**src/pkg/fec_pkg.sv**
```systemverilog
// Constants for the frequency error, correction, temperature and timeout block
package fec_pkg;
  localparam int FREQ_W = 24;
  localparam int ERR_W = 16;
  localparam int OFFS_W = 8;
  localparam int TEMP_W = 8;
  localparam int TOUT_W = 8;
  localparam int MEAS_BITS = 4;
  localparam int TOUT_BITS_PER_STEP = 16;
  localparam int LOW_INDEX_STEP_HZ = 488;
  localparam int FSTEP_HZ = 61;
  localparam int TEMP_LIMIT_US = 100;
  localparam int CLK_MHZ = 100;
  localparam int TEMP_LIMIT_CYC = TEMP_LIMIT_US * CLK_MHZ;
  localparam int TEMP_CONV_CYC = 64;
  localparam logic [FREQ_W-1:0] FREQ_RESET = 24'h00_0000;
  localparam logic [ERR_W-1:0] ERR_RESET = 16'h0000;
  localparam logic [TEMP_W-1:0] TEMP_RESET = 8'h00;
  localparam logic [2:0] MODE_STANDBY = 3'h1;
  localparam logic [2:0] MODE_SYNTH = 3'h2;
  localparam logic [2:0] MODE_RX = 3'h4;
  typedef enum logic [1:0] {FEC_IDLE, FEC_MEAS, FEC_APPLY} fec_state_t;
endpackage : fec_pkg

```
**src/design/fec_core.sv**
```systemverilog
// Frequency error measurement, correction, temperature and receive timeouts
// Contract
// - Measured frequency error is stored signed in freq_error_result_reg.
// - A measurement takes four bit periods from launch to result.
// - Finished correction subtracts measured error from carrier frequency and adds it to correction value.
// - With auto enable set, correction starts on each receiver enable.
// - With auto enable clear, correction_start triggers exactly one correction.
// - Auto correction clears previous value first when auto-clear is set.
// - Correction phase selects the correction bandwidth instead of normal bandwidth.
// - Low-index mode corrects by error plus offset times 488 Hz.
// - Temperature runs only in standby or synthesizer mode, receiver chain off for the whole conversion; the code checks the mode at start only.
// - Temperature reading falls one LSB per degree rise.
// - Temperature done and running flag cleared within 100 microseconds.
// - Timeout if signal flag not risen within rx_start_timeout times 16 bits.
// - Timeout once post_threshold_timeout times 16 bits after signal flag rose.
`timescale 1ns/1ps
`default_nettype none
module fec_core #(
  parameter int TEMP_CYC = fec_pkg::TEMP_CONV_CYC
) (
  input wire logic core_clk,
  input wire logic srst,
  input wire logic [2:0] op_mode,
  input wire logic bit_tick,
  input wire logic meas_start,
  input wire logic signed [fec_pkg::ERR_W-1:0] raw_error,
  input wire logic auto_correct_enable,
  input wire logic correction_start,
  input wire logic auto_clear_enable,
  input wire logic low_index_correct_enable,
  input wire logic [fec_pkg::OFFS_W-1:0] low_index_offset,
  input wire logic [fec_pkg::FREQ_W-1:0] carrier_wr_data,
  input wire logic carrier_wr,
  input wire logic temp_start,
  input wire logic [fec_pkg::TEMP_W-1:0] temp_sensor_code,
  input wire logic [fec_pkg::TOUT_W-1:0] rx_start_timeout,
  input wire logic [fec_pkg::TOUT_W-1:0] post_threshold_timeout,
  input wire logic signal_level_flag,
  output logic signed [fec_pkg::ERR_W-1:0] freq_error_result,
  output logic signed [fec_pkg::ERR_W-1:0] correction_value,
  output logic [fec_pkg::FREQ_W-1:0] carrier_freq,
  output logic correction_bw_sel,
  output logic meas_busy,
  output logic meas_done,
  output logic temp_running,
  output logic [fec_pkg::TEMP_W-1:0] temp_value,
  output logic rx_chain_off,
  output logic timeout_irq
);
  import fec_pkg::*;

  function automatic logic signed [ERR_W-1:0] offs_steps(input logic [OFFS_W-1:0] o);
    // Offset in synth steps: o * 488 / 61, which is exactly o * 8
    offs_steps = ERR_W'(signed'({1'b0, o}) * (LOW_INDEX_STEP_HZ / FSTEP_HZ));
  endfunction : offs_steps

  fec_state_t state_reg, state_next;
  logic [2:0] mode_q_reg;
  logic [2:0] bits_reg, bits_next;
  logic corr_reg, corr_next;
  logic signed [ERR_W-1:0] fei_reg, corr_val_reg;
  logic [FREQ_W-1:0] frf_reg;
  logic in_rx, rx_entry, auto_go, man_go, go_corr, go_any, meas_last, abort;
  logic signed [ERR_W-1:0] step_err, base_corr, new_corr;
  logic temp_ok, temp_go;
  logic [$clog2(TEMP_LIMIT_CYC+1)-1:0] temp_cnt_reg;
  logic [TEMP_W-1:0] temp_reg;
  logic temp_run_reg, chain_off_reg;
  logic [TOUT_W+4:0] tout_cnt_reg;
  logic sig_q_reg, sig_seen_reg, irq_reg, busy_reg, done_reg, bw_reg;
  logic sig_rise, tout_hit, tout_armed;
  logic [TOUT_W+4:0] tout_limit;

  assign in_rx = (op_mode == MODE_RX);
  assign rx_entry = in_rx && (mode_q_reg != MODE_RX);
  assign abort = !in_rx;
  assign auto_go = rx_entry && auto_correct_enable;
  assign man_go = in_rx && correction_start && !auto_correct_enable;
  assign go_corr = auto_go || man_go;
  assign go_any = go_corr || (in_rx && meas_start);
  assign meas_last = bit_tick && (bits_reg == 3'(MEAS_BITS - 1));
  // Stored result, so a fresh sample in the apply cycle cannot leak in
  assign step_err = low_index_correct_enable ? ERR_W'(fei_reg + offs_steps(low_index_offset))
                                             : fei_reg;
  assign base_corr = (auto_go && auto_clear_enable) ? ERR_RESET : corr_val_reg;
  assign new_corr = ERR_W'(corr_val_reg + step_err);

  always_comb begin
    state_next = state_reg;
    bits_next = bits_reg;
    corr_next = corr_reg;
    case (state_reg)
      FEC_IDLE: begin
        if (go_any) begin
          state_next = FEC_MEAS;
          bits_next = 3'h0;
          corr_next = go_corr;
        end
      end
      FEC_MEAS: begin
        if (abort) begin
          state_next = FEC_IDLE;
        end else if (meas_last) begin
          state_next = corr_reg ? FEC_APPLY : FEC_IDLE;
        end else if (bit_tick) begin
          bits_next = 3'(bits_reg + 3'h1);
        end
      end
      default: begin
        state_next = FEC_IDLE;
      end
    endcase
  end

  always_ff @(posedge core_clk) begin
    if (srst) begin
      state_reg <= FEC_IDLE;
      bits_reg <= 3'h0;
      corr_reg <= 1'b0;
      mode_q_reg <= 3'h0;
    end else begin
      state_reg <= state_next;
      bits_reg <= bits_next;
      corr_reg <= corr_next;
      mode_q_reg <= op_mode;
    end
  end

  // Measurement result and correction bookkeeping
  always_ff @(posedge core_clk) begin
    if (srst) begin
      fei_reg <= ERR_RESET;
      corr_val_reg <= ERR_RESET;
      frf_reg <= FREQ_RESET;
      busy_reg <= 1'b0;
      done_reg <= 1'b0;
      bw_reg <= 1'b0;
    end else begin
      done_reg <= 1'b0;
      busy_reg <= (state_next == FEC_MEAS);
      bw_reg <= (state_next == FEC_MEAS) && corr_next;
      if (state_reg == FEC_IDLE && go_any) begin
        corr_val_reg <= base_corr;
        if (auto_go && auto_clear_enable) begin
          frf_reg <= FREQ_W'(frf_reg + FREQ_W'(corr_val_reg));
        end
      end
      if (state_reg == FEC_MEAS && !abort && meas_last) begin
        fei_reg <= raw_error;
        done_reg <= 1'b1;
      end
      if (state_reg == FEC_APPLY) begin
        corr_val_reg <= new_corr;
        frf_reg <= FREQ_W'(frf_reg - FREQ_W'(step_err));
      end else if (carrier_wr) begin
        frf_reg <= carrier_wr_data;
      end
    end
  end

  // Temperature: conversion bounded far below the 100 us limit
  assign temp_ok = (op_mode == MODE_STANDBY) || (op_mode == MODE_SYNTH);
  assign temp_go = temp_start && temp_ok && !temp_run_reg;

  always_ff @(posedge core_clk) begin
    if (srst) begin
      temp_run_reg <= 1'b0;
      chain_off_reg <= 1'b0;
      temp_cnt_reg <= '0;
      temp_reg <= TEMP_RESET;
    end else if (temp_go) begin
      temp_run_reg <= 1'b1;
      chain_off_reg <= 1'b1;
      temp_cnt_reg <= '0;
    end else if (temp_run_reg) begin
      temp_cnt_reg <= temp_cnt_reg + 1'b1;
      if (temp_cnt_reg == $bits(temp_cnt_reg)'(TEMP_CYC - 1)) begin
        temp_run_reg <= 1'b0;
        chain_off_reg <= 1'b0;
        temp_reg <= ~temp_sensor_code;
      end
    end
  end

  // Timeouts count bit ticks; sticky irq cleared by leaving receive mode
  assign sig_rise = signal_level_flag && !sig_q_reg;
  assign tout_limit = sig_seen_reg ? {1'b0, post_threshold_timeout, 4'h0}
                                   : {1'b0, rx_start_timeout, 4'h0};
  assign tout_armed = (tout_limit != '0) && !irq_reg;
  assign tout_hit = tout_armed && bit_tick && (tout_cnt_reg == (TOUT_W+5)'(tout_limit - 1'b1));

  always_ff @(posedge core_clk) begin
    if (srst || abort) begin
      tout_cnt_reg <= '0;
      sig_q_reg <= 1'b0;
      sig_seen_reg <= 1'b0;
      irq_reg <= 1'b0;
    end else begin
      sig_q_reg <= signal_level_flag;
      if (sig_rise && !sig_seen_reg) begin
        sig_seen_reg <= 1'b1;
        tout_cnt_reg <= '0;
      end else if (tout_hit) begin
        irq_reg <= 1'b1;
      end else if (tout_armed && bit_tick) begin
        tout_cnt_reg <= tout_cnt_reg + 1'b1;
      end
    end
  end

  assign freq_error_result = fei_reg;
  assign correction_value = corr_val_reg;
  assign carrier_freq = frf_reg;
  assign correction_bw_sel = bw_reg;
  assign meas_busy = busy_reg;
  assign meas_done = done_reg;
  assign temp_running = temp_run_reg;
  assign temp_value = temp_reg;
  assign rx_chain_off = chain_off_reg;
  assign timeout_irq = irq_reg;

  int temp_age;
  always_ff @(posedge core_clk) begin
    if (srst || !temp_run_reg) begin
      temp_age <= 0;
    end else begin
      temp_age <= temp_age + 1;
    end
  end

  // Independent tick count, so meas_ticks_a does not trust bits_reg
  int meas_ticks;
  always_ff @(posedge core_clk) begin
    if (srst || state_reg != FEC_MEAS) begin
      meas_ticks <= 0;
    end else if (bit_tick) begin
      meas_ticks <= meas_ticks + 1;
    end
  end

  // Ticks since receive entry or first threshold rise, apart from tout_cnt_reg
  int tout_ticks;
  always_ff @(posedge core_clk) begin
    if (srst || abort || (sig_rise && !sig_seen_reg)) begin
      tout_ticks <= 0;
    end else if (bit_tick) begin
      tout_ticks <= tout_ticks + 1;
    end
  end
endmodule : fec_core
`default_nettype wire

```
**config.mk**
```make
export PLATFORM = sky130hd
export DESIGN_NAME = fec_core
export DESIGN_NICKNAME = d
export VERILOG_FILES = /design/src/pkg/fec_pkg.sv /design/src/design/fec_core.sv
export SDC_FILE = /design/constraint.sdc
export NUM_CORES = 1
export LEC_CHECK = 0
export BUFFER_PORTS_ARGS = -buffer_cell sky130_fd_sc_hd__buf_2
export CAP_MARGIN = 5
export CORE_AREA = 2 2 130 132
export CTS_CLUSTER_SIZE = 16
export DETAILED_ROUTE_END_ITERATION = 10
export DIE_AREA = 0 0 132 134
export PLACE_DENSITY = 0.88
export SYNTH_ARGS = -nofsm -noshare
export SYNTH_HDL_FRONTEND = slang
export SYNTH_SLANG_ARGS = --single-unit
```
**constraint.sdc**
```tcl
create_clock -name core_clk -period 4.3 [get_ports core_clk]
set_input_delay 0 -clock core_clk [delete_from_list [all_inputs] [get_ports core_clk]]
set_output_delay 0 -clock core_clk [all_outputs]
set_load 0.05 [all_outputs]
```
After elaboration in Yosys (flattened, before gate mapping)
Cells that the tools add are included.
{"block": "classes", "add_sub_neg": 8, "multipliers": 0, "shifts": 0, "n_bitwise": 4, "div": 0, "n_eq_ne": 14, "n_mux": 28, "order_cmp": 0, "n_reduce_logical": 46}
{"op": "2-to-1 mux 24 bit", "n": 4}
{"op": "2-to-1 mux 16 bit", "n": 4}
{"op": "adder 24 bit", "n": 1}
{"op": "subtractor 24 bit", "n": 1}
{"op": "logical AND 1 bit", "n": 18}
{"op": "adder 16 x 12 -> 16 bit", "n": 1}
{"op": "adder 16 bit", "n": 1}
{"op": "adder 14 x 1 -> 14 bit, second input constant", "n": 1}
{"op": "== test 14 x 6 -> 1 bit, second input constant", "n": 1}
{"op": "adder 13 x 1 -> 13 bit, second input constant", "n": 1}
{"op": "== test 13 bit", "n": 1}
{"op": "nonzero test 13 bit", "n": 1}
{"op": "subtractor 12 x 1 -> 13 bit, second input constant", "n": 1}
{"op": "2-to-1 mux 12 bit", "n": 1}
{"op": "2-to-1 mux 3 bit", "n": 4}
{"op": "AND reduction 2 bit", "n": 5}
{"op": "nonzero test 2 bit", "n": 5}
{"op": "2-to-1 mux 1 bit", "n": 9}
{"op": "2-to-1 mux 2 bit", "n": 4}
{"op": "!= test 2 bit, second input constant", "n": 4}
{"op": "NOT 8 bit", "n": 1}
{"op": "== test 3 x 2 -> 1 bit, second input constant", "n": 2}
{"op": "zero test 1 bit", "n": 6}
{"op": "one-hot mux 3 bit (2 select lines)", "n": 1}
{"op": "other kinds (14)", "n": 22}
{"block": "totals", "n_memories": 0, "reg_bits": 108, "latchBits": 0, "elab_cells": 118, "in_bits": 86, "ram_bits": 0, "rom_bits": 0}

Depth between registers and ports, before layout
{"block": "logic_depth", "word_depth": 9, "mapped_depth": 20}

Least setup slack after synthesis
OpenSTA, ideal clock, no wires.
{"block": "synth_path", "path_type": "flip-flop to flip-flop", "startpoint": "register fei_reg[3], in the netlist freq_error_result[3]", "endpoint": "register frf_reg[22], in the netlist carrier_freq[22]", "setup_ns": 0.074, "period_less_slack_ns": 4.718, "n_path_buf": 0, "stages_incl_launch_ff": 20, "t_required_ns": 4.226, "arrival_ns": 4.644, "slack_ns": -0.418, "cell_sequence": "dfxtp_1 ha_1 fa_1 a211oi_2 nor2_2 o31ai_4 or2b_1 a21oi_1 nand2b_1 xnor2_1 inv_1 ha_1 a21o_1 a21o_1 or3_1 or3_2 a21oi_2 a21oi_1 or3_1 a31oi_1"}
{"block": "synth_between", "elab_chain_len": 4}
{"element": "from (decl)", "line_no": "fec_core.sv:61", "rtl": "logic signed [ERR_W-1:0] fei_reg, corr_val_reg;"}
{"element": "from (signal assigned)", "line_no": "fec_core.sv:149", "rtl": "fei_reg <= raw_error;"}
{"element": "adder 16 x 12 -> 16 bit", "line_no": "fec_core.sv:83", "rtl": "assign step_err = low_index_correct_enable ? ERR_W'(fei_reg + offs_steps(low_index_offset))"}
{"element": "2-to-1 mux 16 bit (*)", "line_no": "fec_core.sv:83"}
{"element": "subtractor 24 bit (*)", "line_no": "fec_core.sv:154", "rtl": "frf_reg <= FREQ_W'(frf_reg - FREQ_W'(step_err));"}
{"element": "2-to-1 mux 24 bit (*)", "line_no": "fec_core.sv:152", "rtl": "if (state_reg == FEC_APPLY) begin"}
{"element": "to (signal assigned)", "line_no": "fec_core.sv:145", "rtl": "frf_reg <= FREQ_W'(frf_reg + FREQ_W'(corr_val_reg));"}
{"element": "to (signal assigned)", "line_no": "fec_core.sv:154"}
{"element": "to (signal assigned)", "line_no": "fec_core.sv:156", "rtl": "frf_reg <= carrier_wr_data;"}
{"element": "to (decl)", "line_no": "fec_core.sv:62", "rtl": "logic [FREQ_W-1:0] frf_reg;"}
Mark *: on every way between the ends. The rest lies on a longest branch, timed or not.
A chain may end at the register's enable or synchronous reset.

Worst setup path in the final report
{"block": "layout_path", "startpoint": "register fei_reg[3], in the netlist freq_error_result[3]", "endpoint": "register frf_reg[21], in the netlist carrier_freq[21]"}
The elaborated chain is that of the path after synthesis.

==> flow_summary.json <==
{
  "outcome": "finished clean",
  "power.density_cell_area_mw_per_mm2": 249,
  "place_congestion": 0.971,
  "final_max_slew_viol_count": 0,
  "antenna_violations_before_repair": 0,
  "start_util_pct": 50.2,
  "dr.pass1.iters": 5,
  "grtUsageTotal_pct": 26.9,
  "critical_path.reg2reg.endpoint": "carrier_freq[21]$_SDFFE_PP0P_",
  "cts_buffers": 9,
  "postRouteAntennaNets": 0,
  "layout_commonest_cell": "buf_2",
  "design.final.nets": 1385,
  "wl_met3_um": 1780,
  "synth-edff-count": 0,
  "drt_iter0_drc": 622,
  "design.core.area_mm2": 0.0163,
  "max_freq_mhz": 235,
  "vias_per_cell": 5.92,
  "hpwlAfterDp_um": 17600,
  "synth.avg_cell_area_um2": 7.75,
  "tritoncts": "yes",
  "postSynthNetCount": 1212,
  "worstSkewPairLatency_ns": 0.36,
  "place.port_buffers": 155,
  "layout.cells.most_common_list": "155 x buf_2, 116 x nor2_1, 104 x dfxtp_1",
  "layout.filler_cells": 1395,
  "synth-warning-count": 0,
  "cp_data_arrival_time_ns": 4.52,
  "hold_path.class": "input port to register",
  "area.growth.synth_to_final_pct": 22.0,
  "p_leak_nw": 4.41,
  "number_of_instances_in_the_synthesized_netlist": 1056,
  "h-tree-depth": 3,
  "post_route_hold_slack_ns": 0.0104,
  "ys_async_sr_fraction_pct": 0,
  "routed.top_layer": "met4",
  "crit_path_end_kind": "register",
  "timing.final.setup_violations": 0,
  "max-cap-violations": 0,
  "fin_area_mm2": 0.00998,
  "setup.worst_path.start_class": "register",
  "final.setup_skew_ns": 0.00750,
  "met2RoutedLength_um": 11300,
  "final.period_utilization_pct": 98.9,
  "yosys.cell_types.count": 71,
  "irDropWorstVdd_mv": 0.159,
  "clock_sinks": 108,
  "reg2reg_depth": 20,
  "die_area_mm2": 0.0177,
  "crit_required_ns": 4.56,
  "layout_min_cycle_time_ns": 4.25,
  "dpl_cell_area_mm2": 0.00925,
  "m1WireLength_um": 10100,
  "grt_pass1_vias": 8218,
  "die_y_um": 134,
  "critPathMaxFanout": 3,
  "timing.final.hold_violations": 0,
  "drt_wl_total_um": 24100,
  "tightestPinTransition_ns": 0.864,
  "post_route_cells_drive_above_1_share_pct": 19.6,
  "largest_net_degree_at_the_start_of_global_routing": 61,
  "count_of_state_elements_after_synthesis": 108,
  "dominantRegCellSynth": "dfxtp_1",
  "clockRootBuffer": "clkbuf_16",
  "path_clk_slew_ns": 0.08,
  "top_level_ports": 156,
  "slew_headroom_pct": 42.4,
  "num_vias": 8612,
  "drc_errors": 0,
  "grt_setup_unrepaired": "yes",
  "rows": 47,
  "regToRegStartpoint": "freq_error_result[3]$_SDFFE_PP0P_",
  "wl_per_cell_um": 16.6,
  "seq_area_frac_synth_pct": 26.4,
  "critical_path_class": "register to register",
  "first_pass_grt_wire_length_um": 39200,
  "cp-endpoint": "carrier_freq[21]$_SDFFE_PP0P_",
  "largest_register_ff_count": 24,
  "mappedNetlistArea_mm2": 0.00819,
  "ctsLongestPathBuffers": 2,
  "floorplan.die.width_um": 132,
  "timing.reg2reg.setup_slack_ns": 0.05,
  "globalRoute.totalOverflow": 0,
  "critical_path.startpoint": "freq_error_result[3]$_SDFFE_PP0P_",
  "n_antenna_cell": 0
}
==> report_power, final <==
| part | switching, mW | internal (mW) | total (mW) |
|---|---|---|---|
| clock network | 0.417 | 0.479 | 0.896 |
| registers | 0.0311 | 1.02 | 1.05 |
| logic | 0.312 | 0.225 | 0.537 |
| total | 0.760 | 1.72 | 2.48 |
==> area by class of cell <==
class,instances,area [µm²],share of cell area (%)
clock inverters,6,76.3,0.764
repair buffers,206,1240,12.4
clock buffers,10,239,2.39
flip-flops and latches,108,2170,21.7
multi-input cells,866,5840,58.5
well taps,220,275,2.76
inverters,38,143,1.43
==> worst max-delay path: stages (launching register included) <==
cell	delay (ns)
dfxtp_4	0.35
ha_4	0.16
fa_2	0.34
a211oi_2	0.21
nor2_2	0.09
o31ai_4	0.18
or2b_1	0.27
a21oi_2	0.15
nand2b_4	0.16
xnor2_4	0.12
inv_2	0.06
ha_4	0.22
a21o_1	0.16
a21o_1	0.19
or3_4	0.37
a211oi_4	0.21
buf_4	0.15
nor3_1	0.04
a22o_1	0.24
and3_4	0.19
a2111oi_2	0.31
==> cells by family after synthesis <==
kind of cell / Yosys count / share of synthesized area, %
xor gates and xnor gates: 80 / 8.56
AOI/OAI and AO/OA: 306 / 24.6
and+or+nand+nor: 391 / 23.1
adders and majority gates: 70 / 11.1
DFF: 108 / 26.4
muxes: 19 / 2.43
buffers and inverters: 82 / 3.87
==> per-layer routing <==
layer | GRT usage, % | vias to the layer above
met2 | 45.2 | 369
li1 | - | 4173
met4 | 12.7 | 0
met1 | 33.5 | 3995
met5 | 0 | -
met3 | 4.80 | 75
==> what timing repair did <==
action / CTS / global route
pin swaps: 10 / 11
gates resized for setup: 4 / 15
buffers inserted: 2 / 2
gates cloned: 0 / 0
setup endpoints to repair: 7 / 9
hold buffers: 32 / 0
endpoints found under the hold margin: 35 / 0
==> cells in the mapped netlist, types with 8 or more instances <==
cell type  count  area [µm²]
a211oi_1      22         165
a21o_1        25         188
a21oi_1      105         526
a22oi_1       13        97.6
a31oi_1       10        62.6
and3_1        15        93.8
clkbuf_1      39         146
dfxtp_1      108        2160
ha_1          66         826
inv_1         37         139
mux2i_1       12         120
nand2_1       93         349
nand2b_1       9        56.3
nand3_1       28         140
nand4_1        8        50.1
nor2_1       117         439
nor2b_1       19         119
nor3_1        41         205
nor4_1        14        87.6
o211ai_1      13        97.6
o21a_1        18         135
o21ai_0       40         200
o21bai_1       9        67.6
or3_1         12        75.1
xnor2_1       52         455
xor2_1        28         245
==> worst min path at each step <==
stage | depth (start not counted) | from | slack, ns | to
2_1_floorplan | 1 | bit_tick | 0.11 | meas_busy$_SDFF_PP0_
3_3_place_gp | 3 | raw_error[6] | 0.23 | freq_error_result[6]$_SDFFE_PP0P_
3_5_place_dp | 3 | raw_error[3] | 0.24 | freq_error_result[3]$_SDFFE_PP0P_
4_1_cts | 3 | carrier_wr_data[22] | 0.001 | carrier_freq[22]$_SDFFE_PP0P_
5_1_grt | 3 | carrier_wr_data[22] | 0.06 | carrier_freq[22]$_SDFFE_PP0P_
6_report | 3 | carrier_wr_data[22] | 0.01 | carrier_freq[22]$_SDFFE_PP0P_
==> per-stage QoR <==
| stage | instances | util, % | setup WS (ns) | power (mW) | TNS [ns] |
|---|---|---|---|---|---|
| floorplan | 1056 | - | -0.112 | 1.41 | -0.202 |
| global placement | 1402 | 56.8 | -0.00745 | 1.54 | -0.0132 |
| detailed placement | 1402 | 56.8 | -0.102 | 1.56 | -0.252 |
| CTS | 1452 | 60.9 | 0.00608 | 2.47 | 0 |
| global route | 1454 | 61.3 | -0.157 | 2.58 | -0.626 |
| finish | 1454 | 61.3 | 0.0480 | 2.48 | 0 |
Power figures use the tool's default switching activity.
